### config.mk
export PLATFORM = sky130hd
export DESIGN_NAME = answer_watchdog_status
export DESIGN_NICKNAME = d
export VERILOG_FILES = /design/src/answer_watchdog_pkg.sv /design/src/answer_watchdog_status.sv /design/src/sticky_flag.sv
export SDC_FILE = /design/constraint.sdc
export NUM_CORES = 1
export LEC_CHECK = 0
export BUFFER_PORTS_ARGS = -buffer_cell sky130_fd_sc_hd__buf_2
export CORE_MARGIN = 1
export CORE_UTILIZATION = 51
export CTS_CLUSTER_DIAMETER = 100
export DETAILED_ROUTE_END_ITERATION = 12
export GPL_TIMING_DRIVEN = 0
export PLACE_DENSITY = 0.69
export SETUP_SLACK_MARGIN = 0.3
export SLEW_MARGIN = 10
export SYNTH_ARGS = -nofsm -noshare
export SYNTH_HDL_FRONTEND = slang
export SYNTH_SLANG_ARGS = --single-unit
### constraint.sdc
create_clock -name core_clk_i -period 3 [get_ports core_clk_i]
set_clock_uncertainty 0.1 [all_clocks]
set_input_delay 0.6 -clock core_clk_i [delete_from_list [all_inputs] [get_ports core_clk_i]]
set_output_delay 0.6 -clock core_clk_i [all_outputs]
set_load 0.005 [all_outputs]
### src/answer_watchdog_pkg.sv
/*
 * Constants shared by the answer watchdog status logic.
 * Assumes a single 100 MHz core clock and a plain register port.
 */
package answer_watchdog_pkg;

	// ----------------------------------------------------------------
	// Register offsets
	// ----------------------------------------------------------------
	localparam logic [3:0] ADDR_CONFIG = 4'h0;
	localparam logic [3:0] ADDR_STATUS = 4'h1;
	localparam logic [3:0] ADDR_MASK = 4'h2;
	localparam logic [3:0] ADDR_COUNT = 4'h3;
	localparam logic [3:0] ADDR_ACTIVE = 4'h4;

	// ----------------------------------------------------------------
	// Field positions
	// ----------------------------------------------------------------
	localparam int BIT_INVALID = 0;
	localparam int BIT_TIMEOUT = 1;
	localparam int BIT_LIMIT = 2;
	localparam int CFG_SEL_LSB = 0;
	localparam int CFG_SEL_W = 2;

	// ----------------------------------------------------------------
	// Reset values and limits
	// ----------------------------------------------------------------
	localparam logic [7:0] CONFIG_RESET = 8'h00;
	localparam logic [2:0] MASK_RESET = 3'h0;
	localparam logic [2:0] ERROR_LIMIT = 3'h4;

	// ----------------------------------------------------------------
	// Timeout selection, nominal times in microseconds
	// ----------------------------------------------------------------
	localparam int CLK_MHZ = 100;
	localparam int TIMEOUT0_US = 1000;
	localparam int TIMEOUT1_US = 2000;
	localparam int TIMEOUT2_US = 4000;
	localparam int TIMEOUT3_US = 8000;
	localparam int TIMEOUT0_CYC = TIMEOUT0_US * CLK_MHZ;

	// ----------------------------------------------------------------
	// Sequence states
	// ----------------------------------------------------------------
	typedef enum logic [1:0] {
		ST_IDLE = 2'b00,
		ST_WAIT = 2'b01,
		ST_DONE = 2'b11
	} seq_state_t;

endpackage : answer_watchdog_pkg

### src/answer_watchdog_status.sv
/*
 * Answer watchdog status: sequence timer, error flags, error counter,
 * interrupt and register port. Assumes answer checking is done outside;
 * it reports each answer as a valid or invalid pulse.
 */
// How it works
// - An invalid answer in a sequence sets a sticky flag cleared only by its clear bit.
// - A sequence with no answer before the timeout sets a sticky flag cleared by its clear bit.
// - When the error counter reaches 4 a sticky flag is set until its clear bit is written.
// - The limit clear bit clears only that flag and leaves the sequence counter alone.
// - Configuration is captured at the start command and used for the whole sequence.
`timescale 1ns/1ps
`default_nettype none
module answer_watchdog_status
	import answer_watchdog_pkg::*;
#(
	parameter int SEQ_W = 8,
	parameter int TIMEOUT_CYC = TIMEOUT0_CYC
)
(
	// Clock and reset
	input wire logic core_clk_i,
	input wire logic reset_n_i,
	input wire logic clk_en_i,
	// Watchdog events
	input wire logic start_cmd_i,
	input wire logic answer_valid_i,
	input wire logic answer_bad_i,
	// Register port
	input wire logic [3:0] reg_addr_i,
	input wire logic [7:0] reg_wdata_i,
	input wire logic reg_write_i,
	input wire logic reg_read_i,
	output logic [7:0] reg_rdata_o,
	// Status outputs
	output logic answer_invalid_flag_o,
	output logic answer_timeout_flag_o,
	output logic error_limit_flag_o,
	output logic irq_o
);

	// ----------------------------------------------------------------
	// Helpers
	// ----------------------------------------------------------------
	function automatic logic [26:0] timeout_for(input logic [1:0] sel);
		logic [26:0] base;
		base = 27'(TIMEOUT_CYC);
		timeout_for = base << sel;
	endfunction : timeout_for

	function automatic logic wr_hit(input logic [3:0] a);
		wr_hit = reg_write_i && (reg_addr_i == a);
	endfunction : wr_hit

	// ----------------------------------------------------------------
	// Registers and state
	// ----------------------------------------------------------------
	logic [7:0] config_reg;
	logic [7:0] active_config;
	logic [2:0] mask;
	logic [2:0] error_count;
	logic [SEQ_W-1:0] seq_counter;
	logic [26:0] timer;
	seq_state_t state;
	logic seq_bad;
	logic seq_timeout;
	logic seq_fail;
	logic answer_invalid_clear;
	logic answer_timeout_clear;
	logic error_count_limit_clear;
	logic flag_inv;
	logic flag_to;
	logic flag_lim;
	logic limit_hit;
	logic [2:0] status;

	assign answer_invalid_clear = wr_hit(ADDR_STATUS) && reg_wdata_i[BIT_INVALID];
	assign answer_timeout_clear = wr_hit(ADDR_STATUS) && reg_wdata_i[BIT_TIMEOUT];
	assign error_count_limit_clear = wr_hit(ADDR_STATUS) && reg_wdata_i[BIT_LIMIT];

	always_ff @(posedge core_clk_i or negedge reset_n_i)
	begin
		if (!reset_n_i)
			config_reg <= CONFIG_RESET;
		else if (clk_en_i && wr_hit(ADDR_CONFIG))
			config_reg <= reg_wdata_i;
	end

	always_ff @(posedge core_clk_i or negedge reset_n_i)
	begin
		if (!reset_n_i)
			mask <= MASK_RESET;
		else if (clk_en_i && wr_hit(ADDR_MASK))
			mask <= reg_wdata_i[2:0];
	end

	// ----------------------------------------------------------------
	// Sequence timer
	// ----------------------------------------------------------------
	// A bad answer or a timeout ends the sequence with one failure
	assign seq_bad = (state == ST_WAIT) && answer_bad_i;
	assign seq_timeout = (state == ST_WAIT) && !answer_bad_i && !answer_valid_i
		&& (timer == 27'h0000001);
	assign seq_fail = seq_bad || seq_timeout;

	always_ff @(posedge core_clk_i or negedge reset_n_i)
	begin
		if (!reset_n_i)
		begin
			state <= ST_IDLE;
			timer <= 27'h0000000;
			active_config <= CONFIG_RESET;
			seq_counter <= '0;
		end
		else if (clk_en_i)
		begin
			if (start_cmd_i)
			begin
				active_config <= config_reg;
				timer <= timeout_for(config_reg[CFG_SEL_LSB +: CFG_SEL_W]);
				state <= ST_WAIT;
			end
			else
			begin
				case (state)
					ST_IDLE:
						timer <= 27'h0000000;
					ST_WAIT:
					begin
						if (answer_valid_i || seq_fail)
						begin
							state <= ST_DONE;
							seq_counter <= seq_counter + SEQ_W'(1);
						end
						timer <= timer - 27'h0000001;
					end
					ST_DONE:
					begin
						// Next sequence rearms with the captured setting
						state <= ST_WAIT;
						timer <= timeout_for(active_config[CFG_SEL_LSB +: CFG_SEL_W]);
					end
					default:
						state <= ST_IDLE;
				endcase
			end
		end
	end

	// ----------------------------------------------------------------
	// Error counter
	// ----------------------------------------------------------------
	// saturating count
	always_ff @(posedge core_clk_i or negedge reset_n_i)
	begin
		if (!reset_n_i)
			error_count <= 3'h0;
		else if (clk_en_i && seq_fail && error_count != ERROR_LIMIT)
			error_count <= error_count + 3'h1;
	end

	// A failure that brings or keeps the count at the limit sets the flag;
	// a level set would make its clear bit useless once the count saturates
	assign limit_hit = seq_fail && (error_count >= ERROR_LIMIT - 3'h1);

	// ----------------------------------------------------------------
	// Sticky flags
	// ----------------------------------------------------------------
	// invalid answer flag
	sticky_flag u_flag_inv (
		.core_clk_i(core_clk_i),
		.reset_n_i(reset_n_i),
		.clk_en_i(clk_en_i),
		.set_i(seq_bad),
		.clear_i(answer_invalid_clear),
		.flag_o(flag_inv)
	);

	sticky_flag u_flag_to (
		.core_clk_i(core_clk_i),
		.reset_n_i(reset_n_i),
		.clk_en_i(clk_en_i),
		.set_i(seq_timeout),
		.clear_i(answer_timeout_clear),
		.flag_o(flag_to)
	);

	// limit flag; its clear touches nothing else
	sticky_flag u_flag_lim (
		.core_clk_i(core_clk_i),
		.reset_n_i(reset_n_i),
		.clk_en_i(clk_en_i),
		.set_i(limit_hit),
		.clear_i(error_count_limit_clear),
		.flag_o(flag_lim)
	);

	assign status = {flag_lim, flag_to, flag_inv};

	// ----------------------------------------------------------------
	// Outputs and read port
	// ----------------------------------------------------------------
	always_ff @(posedge core_clk_i or negedge reset_n_i)
	begin
		if (!reset_n_i)
		begin
			answer_invalid_flag_o <= 1'b0;
			answer_timeout_flag_o <= 1'b0;
			error_limit_flag_o <= 1'b0;
			irq_o <= 1'b0;
		end
		else if (clk_en_i)
		begin
			answer_invalid_flag_o <= flag_inv;
			answer_timeout_flag_o <= flag_to;
			error_limit_flag_o <= flag_lim;
			irq_o <= |(status & mask);
		end
	end

	always_ff @(posedge core_clk_i or negedge reset_n_i)
	begin
		if (!reset_n_i)
			reg_rdata_o <= 8'h00;
		else if (clk_en_i)
		begin
			reg_rdata_o <= 8'h00;
			if (reg_read_i)
			begin
				case (reg_addr_i)
					ADDR_CONFIG: reg_rdata_o <= config_reg;
					ADDR_STATUS: reg_rdata_o <= {5'h00, status};
					ADDR_MASK: reg_rdata_o <= {5'h00, mask};
					ADDR_COUNT: reg_rdata_o <= {5'h00, error_count};
					ADDR_ACTIVE: reg_rdata_o <= active_config;
					default: reg_rdata_o <= 8'h00;
				endcase
			end
		end
	end

	// ----------------------------------------------------------------
	// Checks
	// ----------------------------------------------------------------
	property p_invalid_sets;
		@(posedge core_clk_i) disable iff (!reset_n_i)
		(clk_en_i && seq_bad) |=> flag_inv;
	endproperty
	a_invalid_sets: assert property (p_invalid_sets) else $error("invalid flag not set");

	property p_invalid_holds;
		@(posedge core_clk_i) disable iff (!reset_n_i)
		(flag_inv && !answer_invalid_clear) |=> flag_inv;
	endproperty
	a_invalid_holds: assert property (p_invalid_holds) else $error("invalid flag dropped");

	property p_timeout_sets;
		@(posedge core_clk_i) disable iff (!reset_n_i)
		(clk_en_i && seq_timeout) |=> flag_to ##1 answer_timeout_flag_o;
	endproperty
	a_timeout_sets: assert property (p_timeout_sets) else $error("timeout flag not set");

	property p_limit_sets;
		@(posedge core_clk_i) disable iff (!reset_n_i)
		(clk_en_i && limit_hit) |=> flag_lim;
	endproperty
	a_limit_sets: assert property (p_limit_sets) else $error("limit flag not set");

	property p_limit_clear_keeps_seq;
		@(posedge core_clk_i) disable iff (!reset_n_i)
		(error_count_limit_clear && !((state == ST_WAIT) && (answer_valid_i || seq_fail)))
			|=> $stable(seq_counter);
	endproperty
	a_limit_clear_keeps_seq: assert property (p_limit_clear_keeps_seq) else $error("seq changed");

	property p_config_latched;
		@(posedge core_clk_i) disable iff (!reset_n_i)
		(clk_en_i && start_cmd_i) |=> (active_config == $past(config_reg));
	endproperty
	a_config_latched: assert property (p_config_latched) else $error("config not captured");

	property p_config_held;
		@(posedge core_clk_i) disable iff (!reset_n_i)
		!start_cmd_i |=> $stable(active_config);
	endproperty
	a_config_held: assert property (p_config_held) else $error("config changed mid run");

	property p_count_sat;
		@(posedge core_clk_i) disable iff (!reset_n_i)
		error_count <= ERROR_LIMIT;
	endproperty
	a_count_sat: assert property (p_count_sat) else $error("counter past limit");

	property p_count_step;
		@(posedge core_clk_i) disable iff (!reset_n_i)
		(clk_en_i && seq_fail && error_count < ERROR_LIMIT)
			|=> error_count == $past(error_count) + 3'h1;
	endproperty
	a_count_step: assert property (p_count_step) else $error("counter did not step");

endmodule : answer_watchdog_status
`default_nettype wire

### src/sticky_flag.sv
/*
 * One sticky status flag: set by a hardware event, cleared by software.
 * Assumes set and clear are single-cycle pulses in the core clock domain.
 */
`timescale 1ns/1ps
`default_nettype none
module sticky_flag
	import answer_watchdog_pkg::*;
(
	// Clock and reset
	input wire logic core_clk_i,
	input wire logic reset_n_i,
	input wire logic clk_en_i,
	// Control
	input wire logic set_i,
	input wire logic clear_i,
	// State
	output logic flag_o
);

	// Set wins over a clear in the same cycle so no event is lost
	always_ff @(posedge core_clk_i or negedge reset_n_i)
	begin
		if (!reset_n_i)
			flag_o <= 1'b0;
		else if (clk_en_i)
		begin
			if (set_i)
				flag_o <= 1'b1;
			else if (clear_i)
				flag_o <= 1'b0;
		end
	end

endmodule : sticky_flag
`default_nettype wire

# == Word level (Yosys, flattened, before mapping) ==
# Index checks and enable logic that the tools add are counted.
# totals
reg_bits,66
in_bits,20
out_inout_bits,12
wordCells,75
# op_classes
add_sub_neg,2
n_lt_le_gt_ge,1
eq_ne,10
n_shift,2
muxes,13
bitwise,1
n_reduce_logical,32
# op_table
cell,count
27-bit one-hot mux with 3 select lines,1
"17-bit by 2-bit left shift with 27-bit output, first input constant",2
8-bit one-hot mux with 5 select lines,1
"27-bit by 1-bit == test with 1-bit output, second input constant",1
27-bit 2-to-1 mux,1
"27-bit by 1-bit subtractor with 27-bit output, second input constant",1
1-bit logical AND,15
2-bit AND reduction,5
"4-bit by 2-bit == test with 1-bit output, second input constant",2
8-bit 2-to-1 mux,1
1-bit 2-to-1 mux,6
2-bit one-hot mux with 3 select lines,1
2-bit nonzero test,3
"4-bit by 1-bit == test with 1-bit output, second input constant",1
"4-bit by 3-bit == test with 1-bit output, second input constant",1
4-bit logical NOT,1
2-bit 2-to-1 mux,2
4-bit nonzero test,1
"3-bit by 1-bit adder with 3-bit output, second input constant",1
3-bit bitwise AND,1
"3-bit by 2-bit >= comparator with 1-bit output, second input constant",1
"3-bit by 2-bit != test with 1-bit output, second input constant",1
"3-bit != test, second input constant",1
3-bit AND reduction,1
7 further kinds,9

# == Depth between registers and ports, before layout ==
# logic_depth
ltp_word,9
mapped_depth,9
depth_no_buf,6

# == Cells and area by module ==
# A second synthesis with hierarchy kept.
# hier_totals
hier_cells,372
area_unflattened_um2,3742.3
# modules_own_cells
mod,instances,cells_per_inst,area_each_um2,seq_area_each_um2
answer_watchdog_status,1,363,3629.7,1576.5
sticky_flag,3,3,37.5,25.0

# == Least setup slack after synthesis ==
# Ideal clock, no wire load.
# synth_path
path_type,register to register
startpoint,reg state[0]
endpoint,reg timer[3]
setup_time_ps,95
t_arrival_ps,2134
t_required_ps,2805
setup_slack_ps,671
path_stages_with_launch,10
n_path_buf,3
period_less_slack_ps,2329
cell_sequence,dfrtp_1 -> inv_1 -> ha_1 -> or3b_2 -> clkbuf_1 -> nand2_1 -> clkbuf_1 -> clkbuf_1 -> o21ai_0 -> o31ai_1
# synth_via
elab_chain_cells,3
# synth_lines
element,line,rtl
from (decl),answer_watchdog_status.sv:64,seq_state_t state;
from (signal assigned),answer_watchdog_status.sv:110,state <= ST_IDLE;
from (signal assigned),answer_watchdog_status.sv:121,state <= ST_WAIT;
from (signal assigned),answer_watchdog_status.sv:132,state <= ST_DONE;
2-bit == test (tied with other cells),answer_watchdog_status.sv:125,case (state)
27-bit one-hot mux with 3 select lines or 4-bit nonzero test (tied branches),-,
27-bit 2-to-1 mux or 2-bit AND reduction (tied branches),-,
to (signal assigned),answer_watchdog_status.sv:120,timer <= timeout_for(config_reg[CFG_SEL_LSB +: CFG_SEL_W]);
to (signal assigned),answer_watchdog_status.sv:135,timer <= timer - 27'h0000001;
to (signal assigned),answer_watchdog_status.sv:141,timer <= timeout_for(active_config[CFG_SEL_LSB +: CFG_SEL_W]);
to (decl),answer_watchdog_status.sv:63,logic [26:0] timer;
# Parallel ways exist; a longest one is shown, timed or not.
# A chain may end at the register's enable or synchronous reset.

# == Worst setup path after layout ==
# Same ends and word-level chain as after synthesis.

==> impl_metrics.yaml <==
timing:
  finalSetupViolations: 0
  max_freq_ghz: 0.392
  max_slew_margin_pct: 42.3
  fin_crit_ns: 2.55
  holdWs_ns: 0.0492
  setup_tns_ns: 0
  fin_crit_sh_pct: 85.1
  drv_slew: 0
  rsz0062_at_grt: "false"
  hold_viol: 0
  tightest_slew_ns: 0.859
finish:
  n_antenna_cell: 0
  fin_cells: 570
  largest_reg_flops: 27
  utilization_pct: 60.4
  finalNetCount: 504
  layout_commonest_cell: "dfrtp_1"
  drive_gt1_share_pct: 16.6
  syn2layout_area_growth_pct: 12.1
  largest_register: "timer"
  final_cell_mix: "66 x dfrtp_1, 34 x o21ai_0, 31 x nand2_1, 30 x buf_2, 25 x inv_1"
  fill_cells: 677
setup_path:
  path_class: "reg2reg"
  arrival_ns: 2.71
  worstRegToRegCells: 9
  critPathCaptureType: "flop"
  rrSetupSlack_ns: 0.45
  crit_required_ns: 3.16
  r2r-start: "state[0]"
  r2r-end: "timer[3]"
  critPathLaunchType: "flop"
  crit_fanout: 10
synthesis:
  netlist_area_um2: 4000
  synth_ff_type: "dfrtp_1"
  avgSynthCellArea_um2: 9.40
  yosysWarnings: 0
  synthArstFlopShare_pct: 100
  synth_cell_type_count: 62
  synth_nets: 462
  ys_seq_area_share_pct: 41.3
  ys_ff_latch: 66
  synth_edf_count: 0
  synth_cells: 425
power_and_ir_drop:
  power.density_nw_per_um2: 632
  finalPower_mw: 2.83
  p_leak_nw: 1.93
  ir_worst_vdd_mv: 0.279
outcome:
  status: "completed"
clocking:
  cts_buffers: 9
  cts.path.max_buffers: 2
  htreeDepth: 3
  cts_hold_buf: 0
  insertion_delay_ns: 0.35
  post_cts_resized: 2
  post_cts_buffers: 0
  cts_num_sinks: 66
  cts_tree: "built"
  cts_root_buf: "clkbuf_8"
  clk_pin_slew_ns: 0.07
route:
  drtIter0Drc: 260
  final_antenna_net_count: 0
  totalWireLength_um: 10100
  num_vias: 3633
  post_drt_wl_per_cell_um: 17.8
  first_pass_iters: 5
  post_drt_via_cell_ratio: 6.37
  drc: 0
die:
  dieArea_um2: 8190
  ios: 32
  initial_core_util_pct: 53.9
  die_x_um: 90.5
  rows: 31
  coreArea_um2: 7410
  die_h_um: 90.5
placement:
  detailed_place_hpwl_um: 7490
  dp.cells: 555
  io_buffers: 30
  gp_congestion: 0.909
global_routing:
  antenna_found_initial: 0
  grt.overflow.total: 0
  grt_pass1_wl_um: 16600
  grt.total_usage_pct: 25.8
  first_global_vias: 3287
  grt_max_degree: 41
run:
  drv_cap: 0
hold_path:
  hold_path_class: "in2async"
## stage by stage
| stage | setup slack [ns] | cell area (um^2) |
|---|---|---|
| 6_report | 0.446 | 4480 |
| 5_1_grt | 0.308 | 4480 |
| 4_1_cts | 0.458 | 4480 |
| 3_5_place_dp | 0.112 | 4290 |
| 3_3_place_gp | 0.137 | 4270 |
| 2_1_floorplan | 0.671 | 4000 |
## metal layers
layer	track usage (%)	up-vias	part of all wire, %
met3	5.56	18	6.1
met5	0	-	0
met1	35.9	1794	46
li1	-	1693	-
met2	39.5	128	46
met4	9.68	0	1.9
## cells in the mapped netlist, drive strengths merged, types with 2 or more instances
cell | number | area, um^2
dfrtp | 66 | 1650
o21ai | 34 | 170
nand2 | 31 | 116
inv | 25 | 93.8
nor2 | 22 | 82.6
mux2 | 20 | 225
clkbuf | 19 | 72.6
ha | 17 | 213
nand3 | 15 | 75.1
nor3 | 14 | 70.1
nor4 | 13 | 87.6
o22ai | 12 | 75.1
a31oi | 11 | 68.8
or4 | 11 | 82.6
a21oi | 10 | 50.1
nand2b | 8 | 50.1
nand4 | 8 | 50.1
nor2b | 7 | 43.8
mux2i | 6 | 60.1
o31ai | 6 | 45.0
buf | 5 | 20.0
and4 | 4 | 35.0
o211ai | 4 | 30.0
or3 | 4 | 25.0
a211oi | 3 | 22.5
a21boi | 3 | 22.5
a32o | 3 | 30.0
a41oi | 3 | 26.3
mux4 | 3 | 67.6
nand3b | 3 | 22.5
o2bb2ai | 3 | 26.3
a211o | 2 | 17.5
and3b | 2 | 17.5
nor4bb | 2 | 20.0
o31a | 2 | 17.5
## power breakdown
part | leakage, nW | internal, mW | switching [mW]
Clock | 0.0986 | 0.374 | 0.349
Combinational | 1.00 | 0.349 | 0.515
Sequential | 0.829 | 1.05 | 0.190
## worst max path at each step
stage	endpoint	depth (start not counted)	from
6_report	timer[3]	9	state[0]
5_1_grt	timer[3]	9	state[0]
4_1_cts	timer[3]	9	state[0]
3_5_place_dp	timer[3]	8	start_cmd_i
3_3_place_gp	timer[3]	8	start_cmd_i
2_1_floorplan	timer[3]	9	state[0]
## final cells by class
| cell class | count | area [um^2] | area share (%) |
|---|---|---|---|
| inverter | 25 | 93.8 | 2.10 |
| tap | 99 | 124 | 2.77 |
| clock buffer | 9 | 124 | 2.77 |
| clock inverter | 6 | 58.8 | 1.31 |
| buffer | 24 | 95.1 | 2.12 |
| multi-input combinational | 310 | 2160 | 48.2 |
| sequential | 66 | 1650 | 36.9 |
| timing repair buffer | 31 | 173 | 3.86 |
## kinds of logic (layout without fill, tap and decap cells)
kind of cell    Yosys count  count (layout)  synth area share, %
simple gates            153             153                 21.5
compound gates          111             111                 18.4
flops                    66              66                 41.3
buf+inv                  49              95                 4.67
mux                      29              29                 8.83
fa+ha+maj                17              17                 5.32
## worst max-delay path, cell delays in order (launching register included)
cell and delay, ns:
dfrtp_1 0.38, inv_1 0.07, ha_1 0.33, or3b_2 0.45
clkbuf_1 0.23, nand2_1 0.15, clkbuf_2 0.26, clkbuf_2 0.29
o21ai_0 0.13, o31ai_1 0.09
Note: power is estimated with default switching activity, not from simulation.
